**src/hdl/sirl_map.svh**
```systemverilog
`ifndef SIRL_MAP_SVH
`define SIRL_MAP_SVH
// Contract
// - A CPU register-file write that targets the request register stores into it while clk_en is high.
// - Software-set request bits go through the same level mask and dispatch as hardware ones.
// - A level is dispatched only when globally enabled, its mask set, and no higher unmasked level pending.
// - Software writes to the request register are accepted in any dispatch state while clk_en is high.
// - A software write in the same cycle as a hardware set replaces the register wholesale.
// - Reset clears both the level mask register and the request register to zero.

// -----------------------------------------------------------------
// Register offsets
// -----------------------------------------------------------------
`define SIRL_ADDR_REQ     4'h0
`define SIRL_ADDR_MASK    4'h1
`define SIRL_ADDR_CTRL    4'h2
`define SIRL_ADDR_VEC     4'h3
`define SIRL_ADDR_STAT    4'h4
`define SIRL_ADDR_EVMASK  4'h5

// -----------------------------------------------------------------
// Fields and reset values
// -----------------------------------------------------------------
`define SIRL_CTRL_GIE     0
`define SIRL_REQ_RST      8'h00
`define SIRL_MASK_RST     8'h00
`define SIRL_EV_DISPATCH  0
`define SIRL_EV_LOST      1
`define SIRL_EV_W         2
`endif

```
**src/hdl/sirl_pkg.sv**
```systemverilog
package sirl_pkg;
   typedef struct packed {
      logic       wr;
      logic       rd;
      logic [3:0] addr;
      logic [7:0] wdata;
   } sirl_bus_t;

   typedef struct packed {
      logic       valid;
      logic [2:0] level;
   } sirl_vec_t;

   typedef enum logic [1:0] {
      SIRL_IDLE = 2'b00,
      SIRL_WAIT = 2'b01,
      SIRL_HOLD = 2'b11
   } sirl_state_t;
endpackage

```
**src/hdl/sirl_core.sv**
```systemverilog
`include "sirl_map.svh"
module sirl_core #(
   parameter int LEVELS = 8
) (
   input  wire logic                clock,
   input  wire logic                srst,
   input  wire logic                clk_en,
   input  wire sirl_pkg::sirl_bus_t bus,
   output logic [7:0]               rdata,
   input  wire logic [LEVELS-1:0]   hw_event,
   input  wire logic                vec_ack,
   output sirl_pkg::sirl_vec_t      vec,
   output logic                     irq
);
   initial begin
      if (LEVELS != 8) $error("LEVELS must be 8 for an 8-bit request register");
   end

   // -----------------------------------------------------------------
   // State
   // -----------------------------------------------------------------
   logic [7:0]            interrupt_request_reg;
   logic [7:0]            interrupt_level_mask_reg;
   logic                  gie;
   logic [7:0]            rdata_q;
   logic [`SIRL_EV_W-1:0] ev_stat;
   logic [`SIRL_EV_W-1:0] ev_mask;
   sirl_pkg::sirl_state_t state;
   sirl_pkg::sirl_vec_t   vec_q;

   logic [7:0]            next_req;
   logic [7:0]            next_mask;
   logic                  next_gie;
   logic [7:0]            next_rdata;
   logic [`SIRL_EV_W-1:0] next_ev_stat;
   logic [`SIRL_EV_W-1:0] next_ev_mask;
   sirl_pkg::sirl_state_t next_state;
   sirl_pkg::sirl_vec_t   next_vec;

   logic [7:0]            eligible;
   logic                  any_elig;
   logic [2:0]            top_level;
   logic [`SIRL_EV_W-1:0] ev_set;

   function automatic logic hit(input logic [3:0] a, input logic [3:0] b);
      return bus.wr && (a == b);
   endfunction

   // -----------------------------------------------------------------
   // Priority select
   // -----------------------------------------------------------------
   assign eligible = gie ? (interrupt_request_reg & interrupt_level_mask_reg) : 8'h00;

   sirl_prio #(.LEVELS(LEVELS)) u_prio (
      .pending (eligible),
      .any     (any_elig),
      .level   (top_level)
   );

   // -----------------------------------------------------------------
   // Next values
   // -----------------------------------------------------------------
   always_comb begin
      next_req     = interrupt_request_reg | hw_event;
      next_mask    = interrupt_level_mask_reg;
      next_gie     = gie;
      next_state   = state;
      next_vec     = vec_q;
      ev_set       = '0;
      next_ev_mask = ev_mask;
      next_rdata   = 8'h00;

      // Dispatch handshake
      case (state)
         sirl_pkg::SIRL_IDLE: begin
            if (any_elig) begin
               next_vec.valid = 1'b1;
               next_vec.level = top_level;
               next_state     = sirl_pkg::SIRL_WAIT;
               ev_set[`SIRL_EV_DISPATCH] = 1'b1;
            end
         end
         sirl_pkg::SIRL_WAIT: begin
            if (vec_ack) begin
               next_req[vec_q.level] = 1'b0;
               next_vec.valid        = 1'b0;
               next_state            = sirl_pkg::SIRL_HOLD;
            end
         end
         sirl_pkg::SIRL_HOLD: begin
            next_state = sirl_pkg::SIRL_IDLE;
         end
         default: begin
            next_state = sirl_pkg::SIRL_IDLE;
         end
      endcase

      // Software write replaces request contents
      if (hit(bus.addr, `SIRL_ADDR_REQ)) begin
         next_req = bus.wdata;
         if ((hw_event & ~interrupt_request_reg & ~bus.wdata) != 8'h00) begin
            ev_set[`SIRL_EV_LOST] = 1'b1;
         end
      end
      if (hit(bus.addr, `SIRL_ADDR_MASK)) begin
         next_mask = bus.wdata;
      end
      if (hit(bus.addr, `SIRL_ADDR_CTRL)) begin
         next_gie = bus.wdata[`SIRL_CTRL_GIE];
      end
      if (hit(bus.addr, `SIRL_ADDR_EVMASK)) begin
         next_ev_mask = bus.wdata[`SIRL_EV_W-1:0];
      end

      // Sticky status, set wins over write-one-clear
      next_ev_stat = ev_stat;
      if (hit(bus.addr, `SIRL_ADDR_STAT)) begin
         next_ev_stat = ev_stat & ~bus.wdata[`SIRL_EV_W-1:0];
      end
      next_ev_stat = next_ev_stat | ev_set;

      // Read mux
      if (bus.rd) begin
         case (bus.addr)
            `SIRL_ADDR_REQ:   next_rdata = interrupt_request_reg;
            `SIRL_ADDR_MASK:  next_rdata = interrupt_level_mask_reg;
            `SIRL_ADDR_CTRL:  next_rdata = {7'h00, gie};
            `SIRL_ADDR_VEC:   next_rdata = {4'h0, vec_q.valid, vec_q.level};
            `SIRL_ADDR_STAT:  next_rdata = {6'h00, ev_stat};
            `SIRL_ADDR_EVMASK: next_rdata = {6'h00, ev_mask};
            default:          next_rdata = 8'h00;
         endcase
      end
   end

   // -----------------------------------------------------------------
   // Registers
   // -----------------------------------------------------------------
   always_ff @(posedge clock) begin
      if (srst) begin
         interrupt_request_reg    <= `SIRL_REQ_RST;
         interrupt_level_mask_reg <= `SIRL_MASK_RST;
         gie                      <= 1'b0;
         rdata_q                  <= 8'h00;
         ev_stat                  <= '0;
         ev_mask                  <= '0;
         state                    <= sirl_pkg::SIRL_IDLE;
         vec_q                    <= '0;
      end else if (clk_en) begin
         interrupt_request_reg    <= next_req;
         interrupt_level_mask_reg <= next_mask;
         gie                      <= next_gie;
         rdata_q                  <= next_rdata;
         ev_stat                  <= next_ev_stat;
         ev_mask                  <= next_ev_mask;
         state                    <= next_state;
         vec_q                    <= next_vec;
      end
   end

   assign rdata = rdata_q;
   assign vec   = vec_q;
   assign irq   = |(ev_stat & ev_mask);

   // -----------------------------------------------------------------
   // Checks
   // -----------------------------------------------------------------
   a_write_stores: assert property (@(posedge clock) disable iff (srst)
      clk_en && bus.wr && bus.addr == `SIRL_ADDR_REQ |=> interrupt_request_reg == $past(bus.wdata))
      else $error("request write not stored");

   a_write_wins_hw: assert property (@(posedge clock) disable iff (srst)
      clk_en && bus.wr && bus.addr == `SIRL_ADDR_REQ && hw_event != 8'h00
      |=> (interrupt_request_reg & ~$past(bus.wdata)) == 8'h00)
      else $error("hardware event survived a request write");

   a_hw_sets_bit: assert property (@(posedge clock) disable iff (srst)
      clk_en && !bus.wr && state != sirl_pkg::SIRL_WAIT
      |=> (interrupt_request_reg & $past(hw_event | interrupt_request_reg))
          == $past(hw_event | interrupt_request_reg))
      else $error("request bit lost without clear");

   a_dispatch_gated: assert property (@(posedge clock) disable iff (srst)
      $rose(vec.valid) |-> $past(gie) &&
      (($past(interrupt_request_reg & interrupt_level_mask_reg) >> vec.level) & 8'h01) == 8'h01)
      else $error("dispatch without enable and mask");

   a_dispatch_top: assert property (@(posedge clock) disable iff (srst)
      $rose(vec.valid) |-> ($past(eligible) >> vec.level) == 8'h01)
      else $error("dispatch of a lower level");

   a_dispatch_soon: assert property (@(posedge clock) disable iff (srst)
      clk_en && state == sirl_pkg::SIRL_IDLE && eligible != 8'h00 |=> vec.valid)
      else $error("eligible request not dispatched");

   a_reset_clear: assert property (@(posedge clock)
      srst |=> interrupt_request_reg == 8'h00 && interrupt_level_mask_reg == 8'h00)
      else $error("reset did not clear registers");

   a_mask_blocks: assert property (@(posedge clock) disable iff (srst)
      !gie && state == sirl_pkg::SIRL_IDLE |=> !$rose(vec.valid))
      else $error("dispatch while disabled");

   a_ack_clears: assert property (@(posedge clock) disable iff (srst)
      clk_en && state == sirl_pkg::SIRL_WAIT && vec_ack
      && !(bus.wr && bus.addr == `SIRL_ADDR_REQ)
      |=> ((interrupt_request_reg >> $past(vec_q.level)) & 8'h01) == 8'h00)
      else $error("acknowledged request not cleared");

   a_valid_holds: assert property (@(posedge clock) disable iff (srst)
      vec.valid && !vec_ack |=> vec.valid && $stable(vec.level))
      else $error("vector dropped before acknowledge");

   a_masked_quiet: assert property (@(posedge clock) disable iff (srst)
      state == sirl_pkg::SIRL_IDLE && eligible == 8'h00 |=> !vec.valid)
      else $error("dispatch without eligible request");

   a_mask_stores: assert property (@(posedge clock) disable iff (srst)
      clk_en && bus.wr && bus.addr == `SIRL_ADDR_MASK
      |=> interrupt_level_mask_reg == $past(bus.wdata))
      else $error("level mask write not stored");

   a_lost_flag: assert property (@(posedge clock) disable iff (srst)
      clk_en && bus.wr && bus.addr == `SIRL_ADDR_REQ
      && (hw_event & ~interrupt_request_reg & ~bus.wdata) != 8'h00
      |=> ev_stat[`SIRL_EV_LOST])
      else $error("lost hardware request not flagged");

   a_reset_quiet: assert property (@(posedge clock)
      srst |=> !vec.valid && state == sirl_pkg::SIRL_IDLE && !irq)
      else $error("reset left a dispatch pending");

   a_freeze_hold: assert property (@(posedge clock) disable iff (srst)
      !clk_en |=> $stable(interrupt_request_reg) && $stable(vec) && $stable(rdata))
      else $error("state changed while clock enable low");
endmodule // sirl_core

```
**src/hdl/sirl_prio.sv**
```systemverilog
`include "sirl_map.svh"
module sirl_prio #(
   parameter int LEVELS = 8
) (
   input  wire logic [LEVELS-1:0]         pending,
   output logic                           any,
   output logic [$clog2(LEVELS)-1:0]      level
);
   initial begin
      if (LEVELS < 2 || LEVELS > 8) $error("LEVELS must be 2..8");
   end

   // Highest bit index wins
   always_comb begin
      any   = 1'b0;
      level = '0;
      for (int i = 0; i < LEVELS; i++) begin
         if (pending[i]) begin
            any   = 1'b1;
            level = i[$clog2(LEVELS)-1:0];
         end
      end
   end
endmodule // sirl_prio

```
**config.mk**
```make
export PLATFORM = sky130hd
export DESIGN_NAME = sirl_core
export DESIGN_NICKNAME = d
export VERILOG_FILES = /design/src/hdl/sirl_pkg.sv /design/src/hdl/sirl_core.sv /design/src/hdl/sirl_prio.sv
export VERILOG_INCLUDE_DIRS = /design/src /design/src/hdl
export SDC_FILE = /design/constraint.sdc
export NUM_CORES = 1
export LEC_CHECK = 0
export ABC_AREA = 1
export ABC_CLOCK_PERIOD_IN_PS = 4200
export BUFFER_PORTS_ARGS = -buffer_cell sky130_fd_sc_hd__buf_4
export CORE_MARGIN = 10
export CORE_UTILIZATION = 59
export CTS_CLUSTER_DIAMETER = 150
export DETAILED_ROUTE_END_ITERATION = 10
export PLACE_DENSITY_LB_ADDON = 0.12
export SYNTH_ARGS = -nofsm -noshare
export SYNTH_HDL_FRONTEND = slang
export SYNTH_SLANG_ARGS = --single-unit
```
**constraint.sdc**
```tcl
create_clock -name clock -period 4.2 [get_ports clock]
set_clock_uncertainty 0.2 [all_clocks]
set_input_delay 0.42 -clock clock [delete_from_list [all_inputs] [get_ports clock]]
set_output_delay 0.42 -clock clock [all_outputs]
set_load 0.02 [all_outputs]
```
==> results by group, run 1 <==
Clock network
  – CTS buffer count: 5
  – Clk_lat worst skew: between 300 and 400 ps
  – Clock transition at the registers of the reported paths: ~110 ps
  – Bufs on Longest Clock Path: 2
  – CTS H-tree depth: 2
  – Clock sinks: 35
  – CTS root buffer: clkbuf_4
  – Cts repair resizes: 0
  – CTS tree: built
  – Number of post-CTS setup repair buffers: 0
  – Hold-fix buffers, CTS: 0

Critical path
  – Slowest-stage cell, CP: dfxtp_1
  – R2r worst-path depth: 8
  – Setup CP Type: register to primary output
  – Crit path launch type: register
  – CP Launch Point: vec[2]
  – Crit path max fanout: 8
  – CP top delay family: flip-flops
  – RR Startpoint: gie
  – Data arrival, critical path: 1080 ps
  – Worst path max stage delay: 520 ps
  – Reg-to-reg slack, setup: 2510 ps
  – Critical Path Stages: 1
  – WP buf/inv: 1
  – Crit. End Element: primary output
  – RR Endpoint: vec[0]
  – CP required: 3580 ps
  – Cells along the critical path: buf_4

Pwr
  – Logic pwr share: 0.133
  – Net Sw Frac: 0.2785
  – Power share of the sequential group: 0.533
  – P_sw: 182.2 uW
  – Leakage: 1.054 nW
  – Clk pwr share: 0.333
  – VDD IR max: 0.2223 mV
  – PD cells: 278.7 nW/um^2
  – Tot Pwr: about 650 uW
  – Int Power: approximately 470 uW

Timing
  – Worst hold margin: 135.8 ps
  – Setup_tns: 0 ps
  – RSZ-0062 raised after global routing: false
  – Max-slew violation count: 0
  – Relative slew slack: 0.6277
  – Tmin final: 1698 ps
  – Hold Vio Cnt, Final: 0
  – Final Worst Setup Slack: 2502 ps
  – FMAX: about 600 MHz
  – Final period utilization: 0.4043
  – Worst-margin pin slew: 557.8 ps
  – Final Setup Violations: 0

Placed design
  – Gpl congestion: 0.9218
  – # port buffers: 38
  – HPWL after detailed placement: ~4400 um
  – Dpl ws: 2408 ps
  – Dpl cells: 371
  – Placed cell area: 2278 um^2

Yosys
  – Yosys top cell by area: dfxtp_1
  – YS warnings: 0
  – Net count after synthesis: 323
  – Gate Count Post-Synth: 297
  – Mapped Area: roughly 2000 um^2
  – Post-synth top area share: 0.3533
  – #FFs+latches synth: 35
  – Largest cells by area after synthesis: dfxtp_1 35%, nand2_1 14%, a21oi_1 9.6%, nand3_1 7.6%, inv_1 5.3%
  – Unique masters post-synth: 30
  – Sequential-to-total area share from yosys stat: 0.3533
  – Syn Area/Cell: between 6 and 7 um^2

Worst hold path
  – Hold Path End: interrupt_level_mask_reg[7]
  – HP Start: bus[7]
  – Worst Hold Class: input pin to register
  – Hold Crit Depth: 3

Floorplanning
  – Placeable Area: 3128 um^2
  – Die width: 77.98 um
  – Initial core utilization: 0.6340
  – Ports: 39
  – FP Rows: 20
  – Die Span Y: 77.98 um
  – Die area: 6080 um^2

Layout
  – Utilization after layout: 0.7504
  – P&R area growth vs syn: 18.36%
  – Ant. Diodes: 0
  – Final nets: 360
  – Cell Count, Final, Fillers Out: about 380
  – Share of cells above drive strength 1: 0.2030
  – Finished Cell Area: around 2300 um^2

GRT
  – Pin count of the biggest net entering global routing: 20
  – First-pass GRT wire length: 9252 um
  – GR Overflow Total: 0
  – Antenna violations before repair: 0
  – Number of global-route vias before repair: 1996
  – Total GRT Usage: 0.1829

Flow run
  – Max cap viols: 0

Status
  – Status: complete, no violations

Route
  – Final routed DRC violation total: 0
  – Detailed Route WL: 5611 um
  – Via/cell ratio: 5.570
  – Iter 0 DRT Violations: 162
  – DR vias: 2111
  – Per-cell routed wire length: ~15 um
  – Routed Antenna Nets: 0
  – Drt pass-1 iters: 4
[worst register-to-register path, cell delays in order, from the launching register on]
cell	delay [ps]
dfxtp_1	560
nand3_1	160
nand2_1	160
nor2_1	80
nand2_1	80
nand2_2	90
nand2_1	100
nand2_1	50
a21oi_1	140
[kinds of logic (layout without fill, tap and decap cells)]
kind of cell           after synthesis  count (layout)  synth area share
AOI/OAI and AO/OA                   76              76            0.2215
buffers and inverters               43              81           0.09022
DFF                                 35              35            0.3533
and+or+nand+nor                    143             143            0.3350
[cell usage in the layout (no fill, tap or decap), types with 6 or more instances in the layout]
cell type and n:
dfxtp_1 35, o21ai_0 14, inv_2 6, buf_4 38, nand3_1 30, nand2_1 72, nor2_1 24, inv_1 28
o21ai_1 9, a21oi_1 38
[layout make-up]
class,count,area (um^2)
clock buffers,8,68.82
fillers,264,780.7
inverters,35,133.9
multi-input cells,219,1104
flip-flops and latches,35,700.7
well taps,44,55.05
repair buffers,38,285.3
[power by group through the flow]
stage               Clock, mW  Combinational, mW  Sequential, mW
floorplan                   0             0.0500           0.353
global placement            0             0.0840           0.356
detailed placement          0             0.0856           0.356
CTS                     0.218             0.0860           0.348
global route            0.231             0.0970           0.350
finish                  0.218             0.0873           0.349
[cell usage after synthesis (all sizes together)]
cell type / n
a211oi: 4
a21oi: 38
a22o: 1
buf: 5
clkbuf: 3
dfxtp: 35
inv: 35
nand2: 77
nand3: 31
nand4: 5
nor2: 28
nor3: 2
o211ai: 4
o21ai: 25
o22ai: 2
o31ai: 2
[routing by layer]
layer  vias up  part of all wire  GRT usage
met5         -                 0          0
met4         0             0.015    0.04301
met3        12             0.094    0.06567
met2        82              0.45     0.2968
met1       949              0.44     0.2259
li1       1068                 -          -
[worst max-delay path by stage]
stage / end / slack, ps
2_1_floorplan: vec[1] / 2760
3_3_place_gp: vec[1] / 2460
3_5_place_dp: vec[1] / 2410
4_1_cts: irq / 2500
5_1_grt: vec[0] / 2420
6_report: vec[2] / 2500
Note: power is estimated with default switching activity, not from simulation.
==> run 2: changes to the inputs <==
--- a/config.mk
+++ b/config.mk
@@ -6,11 +6,11 @@
 export SDC_FILE = /design/constraint.sdc
 export NUM_CORES = 1
 export LEC_CHECK = 0
-export ABC_AREA = 1
-export ABC_CLOCK_PERIOD_IN_PS = 4200
+export ABC_AREA = 0
+export ABC_CLOCK_PERIOD_IN_PS = 1500
 export BUFFER_PORTS_ARGS = -buffer_cell sky130_fd_sc_hd__buf_4
 export CORE_MARGIN = 10
-export CORE_UTILIZATION = 59
+export CORE_UTILIZATION = 49
 export CTS_CLUSTER_DIAMETER = 150
 export DETAILED_ROUTE_END_ITERATION = 10
 export PLACE_DENSITY_LB_ADDON = 0.12
==> constraint.sdc (replaced) <==
create_clock -name clock -period 1.5 [get_ports clock]
set_clock_uncertainty 0.2 [all_clocks]
set_input_delay 0.15 -clock clock [delete_from_list [all_inputs] [get_ports clock]]
set_output_delay 0.15 -clock clock [all_outputs]
set_load 0.02 [all_outputs]
==> run 2 against run 1 <==
Net effect: clock power grew to 4.0 times the previous value; global-route usage is 0.70 points higher; synthesized cell count shrank 30%; core utilization is 0.47 points lower; critical path depth grew 4; sequential power increased to 2.8 times the previous value; design area increased by 16%; sequential share of layout area is 4.0 points lower; critical endpoint is now state[0]; sequential cell count did not move; non-clock buffer count is 48 higher; largest cell class unchanged; setup slack worse by 2500 ps.
==> results by group, run 2 <==
Placed design
  – Dpl ws: -102.3 ps
  – # port buffers: 38
  – Gpl congestion: 0.8564
  – HPWL after detailed placement: between 4000 and 5000 um

Status
  – Status: complete, no violations

Route
  – DR vias: 1971
  – Final routed DRC violation total: 0
  – Iter 0 DRT Violations: 168
  – Drt pass-1 iters: 4
  – Routed Antenna Nets: 0
  – Detailed Route WL: 6212 um
  – Per-cell routed wire length: 18.22 um
  – Via/cell ratio: 5.780

Clock network
  – CTS buffer count: 5
  – Bufs on Longest Clock Path: 2
  – Clock sinks: 35
  – CTS root buffer: clkbuf_8
  – CTS tree: built
  – CTS H-tree depth: 2
  – Clk_lat worst skew: around 290 ps
  – Clock transition at the registers of the reported paths: 70 ps

Yosys
  – Post-synth top area share: 0.3758
  – Mapped Area: 1864 um^2
  – Top cells by count, synth: 35 x dfxtp_1, 26 x nor2_1, 20 x mux2i_1
  – Sequential-to-total area share from yosys stat: 0.3758
  – Largest cells by area after synthesis: dfxtp_1 38%, mux2i_1 11%, nor2_1 5.2%, a22oi_1 4.0%, a21oi_1 3.5%
  – FFs w/ async S/R, synth: 0
  – #FFs+latches synth: 35
  – Number of synthesized flops with an enable pin: 0
  – Syn Area/Cell: around 8.9 um^2
  – Yosys top cell by area: dfxtp_1
  – Unique masters post-synth: 45
  – Ys flop type: dfxtp_1
  – Most common cell in the synthesized netlist: dfxtp_1
  – YS warnings: 0
  – Net count after synthesis: roughly 240
  – Gate Count Post-Synth: roughly 210

GRT
  – Pin count of the biggest net entering global routing: 24
  – Total GRT Usage: 0.1899
  – Antenna violations before repair: 0
  – First-pass GRT wire length: ~9800 um
  – GR Overflow Total: 0
  – Number of global-route vias before repair: a little under 2k

Worst hold path
  – Hold Path End: state[0]
  – HP Start: clk_en
  – Worst Hold Class: input pin to register
  – Hold Crit Depth: 3

Floorplanning
  – Die Span Y: around 82 um
  – Initial core utilization: 0.5092
  – Die area: 6672 um^2
  – Placeable Area: 3661 um^2
  – FP Rows: 22
  – Die width: slightly above 80 um
  – Ports: 39

Timing
  – Hold Vio Cnt, Final: 0
  – Final period utilization: 0.9957
  – Worst-margin pin slew: 282.0 ps
  – Final Setup Violations: 0
  – FMAX: approximately 670 MHz
  – Final Worst Setup Slack: roughly 6.4 ps
  – Tmin final: around 1500 ps
  – Max-slew violation count: 0
  – Relative slew slack: 0.8110
  – Worst hold margin: ~55 ps

Critical path
  – Crit path launch type: register
  – RR Startpoint: interrupt_request_reg[4]
  – Crit path max fanout: 5
  – Data arrival, critical path: 1460 ps
  – RR Endpoint: state[0]
  – Setup CP Type: register to register
  – Reg-to-reg slack, setup: 6 ps
  – Cells along the critical path: a22oi_2, nand4_1, buf_4, a31oi_1, a211oi_1
  – CP required: ~1500 ps
  – Slowest-stage cell, CP: dfxtp_1
  – Crit. End Element: register
  – Worst path max stage delay: 330 ps
  – R2r worst-path depth: 5

Pwr
  – Leakage: 1.211 nW
  – PD cells: 792.3 nW/um^2
  – VDD IR max: approximately 0.66 mV

Layout
  – Most frequent cells in the layout: 71 x buf_4, 32 x dfxtp_1, 26 x nor2_1, 20 x mux2i_1, 15 x nand2_1
  – Ant. Diodes: 0
  – Commonest non-fill, non-tap cell in the layout: buf_4
  – Share of cells above drive strength 1: 0.3515
  – Final nets: 318
  – P&R area growth vs syn: 46.44%

Flow run
  – Max cap viols: 0
-- run 2: cell count changes after synthesis, sizes merged, moves of 20 or more --
cell   before  now
nand2      77   17
inv        35    6
nand3      31    4
a21oi      38   13
mux2i       0   20
o21ai      25    5
-- run 2: cells by family after synthesis --
kind of cell,after synthesis,share of synthesized area
buffers and inverters,16,0.04160
muxes,23,0.1315
AOI/OAI and AO/OA,63,0.2530
DFF,35,0.3758
and+or+nand+nor,72,0.1980
-- run 2: cell type report --
cell class / instances / area [um^2]
fill: 300 / 930.9
tap: 48 / 60.06
clock buffer: 6 / 82.58
multi-input combinational: 158 / 1131
inverter: 6 / 22.52
timing repair buffer: 86 / 694.4
clock inverter: 2 / 35.03
sequential: 35 / 704.4
-- run 2: power by group --
group	internal (mW)	switching (mW)
clock network	0.538	0.343
registers	0.948	0.0184
logic	0.168	0.147
total	1.65	0.509
-- run 2: critical path, delay by kind of cell, from the launching register on --
kind | cells | cell delay (ps)
AO/OA/AOI/OAI | 3 | 520
flip-flops | 1 | 330
AND/OR/NAND/NOR | 1 | 130
buffers and inverters | 1 | 180
-- run 2: routing by layer --
layer | wire, um | track usage
met2 | 2918 | 0.3002
met5 | 0 | 0
met4 | 94 | 0.05442
met3 | 447 | 0.05022
met1 | 2752 | 0.2489
-- run 2: metrics by stage --
step | cells | total power [mW] | cell area (um^2) | utilization | TNS, ps
3_5_place_dp | 319 | 1.257 | 2422 | 0.6617 | -324.6
3_3_place_gp | 319 | 1.254 | 2422 | 0.6617 | -32.87
5_1_grt | 341 | 2.235 | 2730 | 0.7457 | -124.2
4_1_cts | 340 | 2.152 | 2683 | 0.7327 | 0
6_report | 341 | 2.163 | 2730 | 0.7457 | 0
2_1_floorplan | 209 | 1.114 | 1864 | - | 0
-- run 2: what timing repair did --
action                                 in CTS  in global routing
pin swaps                                   1                  2
buffers inserted                            0                  1
setup endpoints to repair                   6                 14
gates resized for setup                     3                 12
endpoints found under the hold margin      24                  0
hold buffers                               13                  0
-- run 2: worst max path at each step --
stage | to | slack [ps] | startpoint | cells after the start
after floorplan | interrupt_request_reg[0] | 40 | vec[2] | 3
after global placement | vec[1] | -20 | interrupt_request_reg[6] | 4
after detailed placement | vec[1] | -100 | interrupt_request_reg[6] | 4
after CTS | interrupt_request_reg[0] | 2 | state[0] | 4
after global routing | state[0] | -60 | interrupt_request_reg[4] | 5
final | state[0] | 6 | interrupt_request_reg[4] | 5
